`config.mk`:
```
export PLATFORM = sky130hd
export DESIGN_NAME = fsd_top
export DESIGN_NICKNAME = d
export VERILOG_FILES = /design/src/design/fsd_pkg.sv /design/src/design/fsd_top.sv
export VERILOG_INCLUDE_DIRS = /design/src /design/src/design
export SDC_FILE = /design/constraint.sdc
export NUM_CORES = 1
export LEC_CHECK = 0
export ABC_AREA = 1
export BUFFER_PORTS_ARGS = -buffer_cell sky130_fd_sc_hd__buf_2
export CORE_ASPECT_RATIO = 1.1
export CORE_MARGIN = 8
export CORE_UTILIZATION = 50
export CTS_CLUSTER_DIAMETER = 100
export DETAILED_ROUTE_END_ITERATION = 8
export PLACE_DENSITY_LB_ADDON = 0.2
export RECOVER_POWER = 25
export REMOVE_ABC_BUFFERS = 1
export SLEW_MARGIN = 20
export SYNTH_ARGS = -nofsm -noshare
export SYNTH_HDL_FRONTEND = slang
export SYNTH_SLANG_ARGS = --single-unit
```
`constraint.sdc`:
```
create_clock -name i_ref_clk -period 2.9 [get_ports i_ref_clk]
set_input_delay 0.29 -clock i_ref_clk [delete_from_list [all_inputs] [get_ports i_ref_clk]]
set_output_delay 0.29 -clock i_ref_clk [all_outputs]
set_load 0.01 [all_outputs]
```
`src/design/fsd_consts.svh`:
```
// constants for the four-digit segment decoder latch
// assumes a 250 MHz reference clock; all pins arrive asynchronously
`ifndef FSD_CONSTS_SVH
`define FSD_CONSTS_SVH
`define FSD_CLK_PERIOD_NS 4
`define FSD_SLAVE_LOW_NS 1000
`define FSD_SLAVE_LOW_CYC ((`FSD_SLAVE_LOW_NS + `FSD_CLK_PERIOD_NS - 1) / `FSD_CLK_PERIOD_NS)
`define FSD_BP_DIV 128
`define FSD_ADDR_DIGIT4 2'h0
`define FSD_ADDR_DIGIT3 2'h1
`define FSD_ADDR_DIGIT2 2'h2
`define FSD_ADDR_DIGIT1 2'h3
`define FSD_SEG_RESET 7'h00
`endif

```
`src/design/fsd_pkg.sv`:
```
// types for the four-digit segment decoder latch
// used together with fsd_consts.svh
package fsd_pkg;
	typedef logic [6:0] fsd_seg_t;
	typedef enum logic {FSD_FRONT_MUX, FSD_FRONT_CPU} fsd_front_t;
	typedef enum logic {FSD_DECODE_HEX, FSD_DECODE_CODEB} fsd_decode_t;
endpackage

```
`src/design/fsd_top.sv`:
```
// four-digit seven-segment decoder, digit latches and backplane generator
// all pins asynchronous to i_ref_clk; timebase pin is sampled, not used as a clock
`include "fsd_consts.svh"
module fsd_top
	import fsd_pkg::*;
#(
	parameter fsd_front_t FRONT = FSD_FRONT_CPU,
	parameter fsd_decode_t DECODE = FSD_DECODE_HEX,
	parameter bit LED_VARIANT = 1'b0
) (
	input wire logic i_ref_clk,
	input wire logic i_rst,
	input wire logic i_ce,
	input wire logic [3:0] i_value,
	input wire logic i_digit_addr_low,
	input wire logic i_digit_addr_high,
	input wire logic i_chip_select_first_n,
	input wire logic i_chip_select_second_n,
	input wire logic [3:0] i_digit_strobe,
	input wire logic i_timebase_pin,
	input wire logic i_backplane,
	input wire logic i_brightness,
	output logic o_backplane,
	output logic o_backplane_oe_n,
	output logic [27:0] o_segment
);
	localparam int SLOW_W = $clog2(`FSD_SLAVE_LOW_CYC + 1);
	localparam int DIV_W = $clog2(`FSD_BP_DIV);

	// seven-segment patterns, bit 0 = a ... bit 6 = g
	function automatic fsd_seg_t fsd_decode(input logic [3:0] v, input fsd_decode_t mode);
		fsd_seg_t s;
		s = 7'h00;
		unique case (v)
			4'h0: s = 7'h3F;
			4'h1: s = 7'h06;
			4'h2: s = 7'h5B;
			4'h3: s = 7'h4F;
			4'h4: s = 7'h66;
			4'h5: s = 7'h6D;
			4'h6: s = 7'h7D;
			4'h7: s = 7'h07;
			4'h8: s = 7'h7F;
			4'h9: s = 7'h6F;
			4'hA: s = (mode == FSD_DECODE_HEX) ? 7'h77 : 7'h40;
			4'hB: s = (mode == FSD_DECODE_HEX) ? 7'h7C : 7'h79;
			4'hC: s = (mode == FSD_DECODE_HEX) ? 7'h39 : 7'h76;
			4'hD: s = (mode == FSD_DECODE_HEX) ? 7'h5E : 7'h38;
			4'hE: s = (mode == FSD_DECODE_HEX) ? 7'h79 : 7'h73;
			4'hF: s = (mode == FSD_DECODE_HEX) ? 7'h71 : 7'h00;
		endcase
		return s;
	endfunction

	// one-hot digit write enable from the latched address; bit 0 = digit one
	function automatic logic [3:0] fsd_addr_onehot(input logic [1:0] a);
		logic [3:0] w;
		w = 4'h0;
		unique case (a)
			`FSD_ADDR_DIGIT4: w = 4'h8;
			`FSD_ADDR_DIGIT3: w = 4'h4;
			`FSD_ADDR_DIGIT2: w = 4'h2;
			`FSD_ADDR_DIGIT1: w = 4'h1;
		endcase
		return w;
	endfunction

	// two-stage synchronisers for every pin
	// nothing reads a first stage: every pin is asynchronous to the reference clock
	logic [3:0] val_s1_r, val_r;
	logic [1:0] addr_s1_r, addr_r;
	logic [1:0] cs_s1_r, cs_n_r;
	logic [3:0] stb_s1_r, stb_r;
	logic [2:0] misc_s1_r, misc_r;

	always_ff @(posedge i_ref_clk or posedge i_rst) begin
		if (i_rst) begin
			val_s1_r <= 4'h0;
			val_r <= 4'h0;
			addr_s1_r <= 2'h0;
			addr_r <= 2'h0;
			cs_s1_r <= 2'h3;
			cs_n_r <= 2'h3;
			stb_s1_r <= 4'h0;
			stb_r <= 4'h0;
			misc_s1_r <= 3'h1;
			misc_r <= 3'h1;
		end else if (i_ce) begin
			val_s1_r <= i_value;
			val_r <= val_s1_r;
			addr_s1_r <= {i_digit_addr_high, i_digit_addr_low};
			addr_r <= addr_s1_r;
			cs_s1_r <= {i_chip_select_second_n, i_chip_select_first_n};
			cs_n_r <= cs_s1_r;
			stb_s1_r <= i_digit_strobe;
			stb_r <= stb_s1_r;
			misc_s1_r <= {i_brightness, i_backplane, i_timebase_pin};
			misc_r <= misc_s1_r;
		end
	end

	wire tb_sync = misc_r[0];
	wire bp_in_sync = misc_r[1];
	wire bright_sync = misc_r[2];

	// processor front end: holding latches follow while both selects low
	logic [3:0] hold_val_r;
	logic [1:0] hold_addr_r;
	logic sel_both_r;
	wire sel_both = ~cs_n_r[0] & ~cs_n_r[1];
	wire cs_rise = sel_both_r & ~sel_both;

	always_ff @(posedge i_ref_clk or posedge i_rst) begin
		if (i_rst) begin
			hold_val_r <= 4'h0;
			hold_addr_r <= 2'h0;
			sel_both_r <= 1'b0;
		end else if (i_ce) begin
			sel_both_r <= sel_both;
			if (sel_both) begin
				hold_val_r <= val_r;
				hold_addr_r <= addr_r;
			end
		end
	end

	// digit index 0 = digit one ... 3 = digit four
	wire [3:0] cpu_we = cs_rise ? fsd_addr_onehot(hold_addr_r) : 4'h0;
	logic [3:0] stb_d_r;
	wire [3:0] mux_we = stb_r & ~stb_d_r;
	wire [3:0] digit_we = (FRONT == FSD_FRONT_CPU) ? cpu_we : mux_we;
	wire fsd_seg_t cpu_pat = fsd_decode(hold_val_r, DECODE);
	wire fsd_seg_t mux_pat = fsd_decode(val_r, DECODE);
	wire fsd_seg_t new_pat = (FRONT == FSD_FRONT_CPU) ? cpu_pat : mux_pat;

	fsd_seg_t digit_r [4];

	always_ff @(posedge i_ref_clk or posedge i_rst) begin
		if (i_rst) begin
			stb_d_r <= 4'h0;
			for (int i = 0; i < 4; i++) begin
				digit_r[i] <= `FSD_SEG_RESET;
			end
		end else if (i_ce) begin
			stb_d_r <= stb_r;
			for (int i = 0; i < 4; i++) begin
				if (digit_we[i]) begin
					digit_r[i] <= new_pat;
				end
			end
		end
	end

	// held-low detect on the timebase pin, filtered against short low phases
	logic [SLOW_W-1:0] low_cnt_r;
	logic slave_r;
	wire low_full = (low_cnt_r == SLOW_W'(`FSD_SLAVE_LOW_CYC));

	always_ff @(posedge i_ref_clk or posedge i_rst) begin
		if (i_rst) begin
			low_cnt_r <= '0;
			slave_r <= 1'b0;
		end else if (i_ce) begin
			if (tb_sync) begin
				low_cnt_r <= '0;
				slave_r <= 1'b0;
			end else if (!low_full) begin
				low_cnt_r <= low_cnt_r + SLOW_W'(1);
			end else begin
				slave_r <= 1'b1;
			end
		end
	end

	// divide timebase rising edges by 128: a 64-edge half period
	logic tb_d_r;
	logic [DIV_W-1:0] div_r;
	wire tb_rise = tb_sync & ~tb_d_r;

	always_ff @(posedge i_ref_clk or posedge i_rst) begin
		if (i_rst) begin
			// matches the synchronised reset level of the pin, so no false edge after reset
			tb_d_r <= 1'b1;
			div_r <= '0;
		end else if (i_ce) begin
			tb_d_r <= tb_sync;
			if (tb_rise) begin
				div_r <= div_r + DIV_W'(1);
			end
		end
	end

	// in slave mode the segment phase follows the backplane pin
	wire bp_phase = slave_r ? bp_in_sync : div_r[DIV_W-1];
	wire [27:0] lit = {digit_r[3], digit_r[2], digit_r[1], digit_r[0]};
	// led outputs are active-high drive enables; the brightness pin gates them all
	wire [27:0] seg_nxt = LED_VARIANT ? (lit & {28{bright_sync}}) : (lit ^ {28{bp_phase}});

	always_ff @(posedge i_ref_clk or posedge i_rst) begin
		if (i_rst) begin
			o_segment <= 28'h0000000;
			o_backplane <= 1'b0;
			o_backplane_oe_n <= 1'b1;
		end else if (i_ce) begin
			o_segment <= seg_nxt;
			o_backplane <= div_r[DIV_W-1];
			o_backplane_oe_n <= LED_VARIANT | slave_r;
		end
	end

	a_slave_needs_low: assert property (@(posedge i_ref_clk) disable iff (i_rst)
		$rose(slave_r) |-> $past(low_full)) else $error("slave mode entered without full low time");

	a_slave_releases_bp: assert property (@(posedge i_ref_clk) disable iff (i_rst)
		(i_ce && slave_r && !LED_VARIANT) |=> o_backplane_oe_n) else $error("backplane driven in slave mode");

	a_write_only_addr: assert property (@(posedge i_ref_clk) disable iff (i_rst)
		(i_ce && FRONT == FSD_FRONT_CPU && cs_rise) |=> digit_r[~hold_addr_r] == $past(cpu_pat))
		else $error("addressed digit not written");

	a_hold_no_write: assert property (@(posedge i_ref_clk) disable iff (i_rst)
		(i_ce && digit_we == 4'h0) |=> $stable(lit)) else $error("digit changed without write");

	a_lcd_phase: assert property (@(posedge i_ref_clk) disable iff (i_rst)
		(i_ce && !LED_VARIANT) |=> o_segment == ($past(lit) ^ {28{$past(bp_phase)}}))
		else $error("lcd segment phase wrong");

	a_led_blank: assert property (@(posedge i_ref_clk) disable iff (i_rst)
		(i_ce && LED_VARIANT && !bright_sync) |=> o_segment == 28'h0000000) else $error("led not blanked");

	a_div_half: assert property (@(posedge i_ref_clk) disable iff (i_rst)
		(i_ce && tb_rise && div_r == '1) |=> div_r[DIV_W-1] == 1'b0) else $error("divider wrap wrong");

	a_capture_both: assert property (@(posedge i_ref_clk) disable iff (i_rst)
		(i_ce && sel_both) |=> hold_val_r == $past(val_r) && hold_addr_r == $past(addr_r))
		else $error("holding latch missed capture");

	a_addr_digit_four: assert property (@(posedge i_ref_clk) disable iff (i_rst)
		(i_ce && FRONT == FSD_FRONT_CPU && cs_rise && hold_addr_r == `FSD_ADDR_DIGIT4) |-> digit_we == 4'h8)
		else $error("address zero did not pick digit four");

	a_addr_digit_three: assert property (@(posedge i_ref_clk) disable iff (i_rst)
		(i_ce && FRONT == FSD_FRONT_CPU && cs_rise && hold_addr_r == `FSD_ADDR_DIGIT3) |-> digit_we == 4'h4)
		else $error("address one did not pick digit three");

	a_addr_digit_two: assert property (@(posedge i_ref_clk) disable iff (i_rst)
		(i_ce && FRONT == FSD_FRONT_CPU && cs_rise && hold_addr_r == `FSD_ADDR_DIGIT2) |-> digit_we == 4'h2)
		else $error("address two did not pick digit two");

	a_addr_digit_one: assert property (@(posedge i_ref_clk) disable iff (i_rst)
		(i_ce && FRONT == FSD_FRONT_CPU && cs_rise && hold_addr_r == `FSD_ADDR_DIGIT1) |-> digit_we == 4'h1)
		else $error("address three did not pick digit one");

	a_write_spares_rest: assert property (@(posedge i_ref_clk) disable iff (i_rst)
		(i_ce && FRONT == FSD_FRONT_CPU && cs_rise && hold_addr_r == `FSD_ADDR_DIGIT1) |=> lit[27:7] == $past(lit[27:7]))
		else $error("write to digit one disturbed other digits");

	a_hold_keep: assert property (@(posedge i_ref_clk) disable iff (i_rst)
		(i_ce && !sel_both) |=> hold_val_r == $past(hold_val_r) && hold_addr_r == $past(hold_addr_r))
		else $error("holding latch moved while deselected");

	a_mux_store_one: assert property (@(posedge i_ref_clk) disable iff (i_rst)
		(i_ce && FRONT == FSD_FRONT_MUX && stb_r[0] && !stb_d_r[0]) |=> digit_r[0] == $past(mux_pat))
		else $error("strobe one did not store digit one");

	a_mux_store_four: assert property (@(posedge i_ref_clk) disable iff (i_rst)
		(i_ce && FRONT == FSD_FRONT_MUX && stb_r[3] && !stb_d_r[3]) |=> digit_r[3] == $past(mux_pat))
		else $error("strobe four did not store digit four");

	wire mux_codeb = (FRONT == FSD_FRONT_MUX) && (DECODE == FSD_DECODE_CODEB);
	a_codeb_dash: assert property (@(posedge i_ref_clk) disable iff (i_rst)
		(i_ce && mux_codeb && mux_we[2] && val_r == 4'hA) |=> digit_r[2] == 7'h40)
		else $error("code b ten is not a dash");

	a_codeb_blank: assert property (@(posedge i_ref_clk) disable iff (i_rst)
		(i_ce && mux_codeb && mux_we[3] && val_r == 4'hF) |=> digit_r[3] == 7'h00)
		else $error("code b fifteen is not blank");

	a_decimal_eight: assert property (@(posedge i_ref_clk) disable iff (i_rst)
		(i_ce && mux_codeb && mux_we[0] && val_r == 4'h8) |=> digit_r[0] == 7'h7F)
		else $error("eight not shown as all segments");

	a_div_step: assert property (@(posedge i_ref_clk) disable iff (i_rst)
		(i_ce && tb_rise) |=> div_r == DIV_W'($past(div_r) + 1'b1))
		else $error("divider did not count timebase edge");

	a_bp_from_div: assert property (@(posedge i_ref_clk) disable iff (i_rst)
		(i_ce) |=> o_backplane == $past(div_r[DIV_W-1]))
		else $error("backplane not from divider top bit");

	a_slave_exit: assert property (@(posedge i_ref_clk) disable iff (i_rst)
		(i_ce && tb_sync) |=> !slave_r)
		else $error("slave mode kept with timebase high");

	a_master_drives: assert property (@(posedge i_ref_clk) disable iff (i_rst)
		(i_ce && !LED_VARIANT && !slave_r) |=> !o_backplane_oe_n)
		else $error("master not driving backplane");

	a_slave_phase: assert property (@(posedge i_ref_clk) disable iff (i_rst)
		(i_ce && !LED_VARIANT && slave_r) |=> o_segment == ($past(lit) ^ {28{$past(bp_in_sync)}}))
		else $error("slave segments not timed from backplane pin");

	a_low_no_slave: assert property (@(posedge i_ref_clk) disable iff (i_rst)
		(i_ce && !low_full && !slave_r) |=> !slave_r)
		else $error("short low entered slave mode");

	a_led_full: assert property (@(posedge i_ref_clk) disable iff (i_rst)
		(i_ce && LED_VARIANT && bright_sync) |=> o_segment == $past(lit))
		else $error("led not fully lit when enabled");
endmodule

```
==> metrics.md <==
| Metric | Value |
|---|---|
| Pwr dens | 777.3 nW/um^2 |
| First-pass GRT wire length | 14,150 um |
| Clock Power Share | 0.205 |
| Port bufs | 42 |
| Leak | 2.560 nW |
| Multi-input combinational cell area | 1727 sq um |
| Fin Setup TNS | 0 ns |
| CTS max path bufs | 2 |
| Area Overhead vs Synth | 9.308% |
| Leading area contributor after synthesis | dfrtp_1 |
| Share of cells above drive strength 1 | 0.1484 |
| Max Cap Viol | 1 |
| Max-Slew Margin vs Limit | -0.3379 |
| Hold Crit Start | i_timebase_pin |
| Drt first pass iters | 5 |
| Yosys Warn Count | 0 |
| Clk_lat worst skew | 0.37 ns |
| TritonCTS clock tree | built |
| EDFF count, synth | 0 |
| Reg-to-Reg Start | cs_n_r[1] |
| Die H | 116.1 um |
| NetSw | 1.293 mW |
| DR vias/cell | 4.836 |
| Internal Power | 2.578 mW |
| VDD IR max | 0.0002623 V |
| Post-Route Skew | 0.01014 ns |
| Initial Utilization | 0.5135 |
| Total Routed Length | 8041 um |
| Ys flop type | dfrtp_1 |
| Hpwl dp | 5596 um |
| Worst path slowest cell | inv_1 |
| Max incr delay on CP | 1.40 ns |
| Critical setup path kind | in2async |
| Critical path arrival | 2.28 ns |
| Outcome | finished, violations left |
| # DRC | 0 |
| Comb pwr share | 0.250 |
| Sequential Power Share | 0.545 |
| Yosys top cell area share | 0.5162 |
| Total gr overflow | 0 |
| 1st-iter DRT viols | 131 |
| Worst path required time | 3.37 ns |
| Worst r2r dst | digit_r[2] |
| Synth top cells by count | 164 x nand2_1, 94 x dfrtp_1, 45 x o21ai_0 |
| Top Family by Delay on Critical Path | buffers and inverters |
| Gpl congestion | 0.8145 |
| Most common cell in the netlist | nand2_1 |
| Area contributors post-synth | dfrtp_1 52%, nand2_1 14%, xor2_1 6.0% |
| Via count | 3,158 |
| Fmax | 550.3 MHz |
| Hold Crit Endpoint | misc_s1_r[0] |
| # rows | 36 |
| Die Area | 12,430 sq um |
| Switching part of the total | 0.3340 |
| Setup crit start kind | primary input |
| Vias in the first global route | 3,081 |
| I/O Pins | 48 |
| CP Capture Type | asynchronous set/reset pin |
| Slew Viols, Final | 56 |
| Final worst-path cycle share | 0.6266 |
| Clk sink count | 102 |
| Mapped Cells | 498 |
| CP Max Fanout | 55 |
| Antenna Violating Nets Remaining | 0 |
| Routed len/inst | 12.31 um |
| Final Critical Period | 1.817 ns |
| Gates resized, CTS repair | 0 |
| Initial antenna violation count | 0 |
| H-tree Lvls | 3 |
| Worst Hold Class | in2reg |
| Register area share after synthesis | 0.5623 |
| Root Buffer | clkbuf_8 |
| R2R setup slack | 1.22 ns |
| Register clock-pin slew on the reported worst setup and hold paths | 0.09 ns |
| #FFs+latches synth | 102 |
| Cts hold-fix bufs | 0 |
| Failing checks | max-capacitance violations, max-slew violations |
| Filler instances | 809 |
| Largest net degree at the start of global routing | 75 |
| Final Hold Viols | 0 |
| Post-layout nets | 562 |
| # diodes | 0 |
| Critical path depth | 3 |
| Worst Reg-to-Reg Cells | 4 |
| CP Buf/Inv Count | 3 |
| Core area | 8874 sq um |
| Total power | 3.872 mW |
| Reg area | 2562 sq um |
| Worst-Margin Slew | 2.005 ns |
| Worst Hold Depth | 3 |
| RSZ-0062 raised after global routing | no |
| Syn_area_per_cell | 9.150 sq um |
| Mapped cell area | 4557 sq um |
| CTS Buf Count | 9 |
| Total Routing Usage GR | 0.1414 |
| Setup bufs post-CTS | 0 |
| Crit-path cells | buf_2 -> inv_1 -> clkbuf_1 |
| Count of cell types in the netlist | 29 |
| Die width | 107.0 um |
| Final Setup Violations | 0 |
| Post-synth ARST share | 1.000 |
-- kinds of logic (layout without fill, tap and decap cells) --
kind of cell / count (synthesis) / count (layout) / synth area share
AO/OA/AOI/OAI: 84 / 84 / 0.09555
XOR/XNOR: 33 / 33 / 0.06343
adder cells (fa/ha/maj): 10 / 10 / 0.02746
buffers and inverters: 59 / 100 / 0.05876
flip-flops: 102 / 102 / 0.5623
multiplexers: 1 / 1 / 0.002471
AND/OR/NAND/NOR: 209 / 209 / 0.1900
-- metrics by stage --
stage	cell area (sq um)	setup WS, ns	hold slack (ns)	instances	util
after floorplan	4432	-0.05224	0.3640	477	-
after global placement	4817	1.124	0.4291	637	0.5429
after detailed placement	4817	1.097	0.4438	637	0.5429
after CTS	4986	1.188	0.03425	653	0.5619
after global routing	4981	0.5897	0.1099	653	0.5613
final	4981	1.083	0.1141	653	0.5613
-- registers in the layout, indices dropped and copies added (netlist names) --
name,flops
o_segment,28
val_s1_r,4
o_backplane_oe_n,1
cs_n_r,2
misc_r,2
addr_r,2
slave_r,1
hold_addr_r,2
low_cnt_r,8
hold_val_r,4
div_r,7
misc_s1_r,2
val_r,4
addr_s1_r,2
tb_d_r,1
o_backplane,1
digit_r,28
sel_both_r,1
cs_s1_r,2
-- per-layer routing --
metal / up-vias / wire (um) / track usage / part of all wire
met5: - / 0 / 0 / 0
met4: 0 / 139 / 0.07042 / 0.017
met3: 10 / 342 / 0.03201 / 0.043
met2: 52 / 3786 / 0.2370 / 0.47
met1: 1448 / 3773 / 0.1678 / 0.47
li1: 1648 / - / - / -
-- power groups by stage --
stage	clock, mW	combinational, mW	sequential [mW]
floorplan	0	0.626	2.15
global placement	0	0.952	2.12
detailed placement	0	0.990	2.14
CTS	0.823	0.994	2.11
global route	0.878	1.13	2.17
finish	0.794	0.966	2.11
-- worst register-to-register path, cell delays in order, from the launching register on --
cell and delay, ns:
dfstp_2 0.54, nor2_1 0.06, nor2_2 0.14, nand4_1 0.47, o21ai_0 0.37
-- layout make-up --
class,count,share of cell area
clock buffers,13,0.02989
clock inverters,3,0.004019
inverters,38,0.02889
multi-input cells,337,0.3466
flip-flops and latches,102,0.5144
well taps,114,0.02864
repair buffers,46,0.04748
-- placed cells by master (no fill, tap or decap) --
cell	instances
nand2_1	164
dfrtp_1	94
o21ai_0	45
buf_2	42
inv_1	36
o21ai_1	31
xor2_1	31
nor2_1	15
nand3_1	13
ha_1	10
clkbuf_8	10
dfstp_2	8
nand4_1	5
clkbuf_1	4
o22ai_1	3
buf_4	3
nor2_2	2
or2_2	2
clkinv_2	2
nand2_2	2
nand2_4	2
nor2_4	2
xnor2_1	2
nand3b_1	2
o21bai_1	2
clkinvlp_4	2
inv_2	1
a21oi_1	1
mux2_2	1
o21ai_2	1
o21a_1	1
-- how the worst max path moves through the flow --
stage	from	end	slack, ns
final	i_rst	misc_s1_r[0]	1.08
after global routing	i_rst	misc_s1_r[1]	0.59
after CTS	cs_n_r[0]	digit_r[2]	1.19
after detailed placement	i_ce	o_segment[21]	1.10
after global placement	i_ce	slave_r	1.12
after floorplan	i_rst	addr_r[0]	-0.05
No activity file was read; power rests on OpenSTA's default activity.
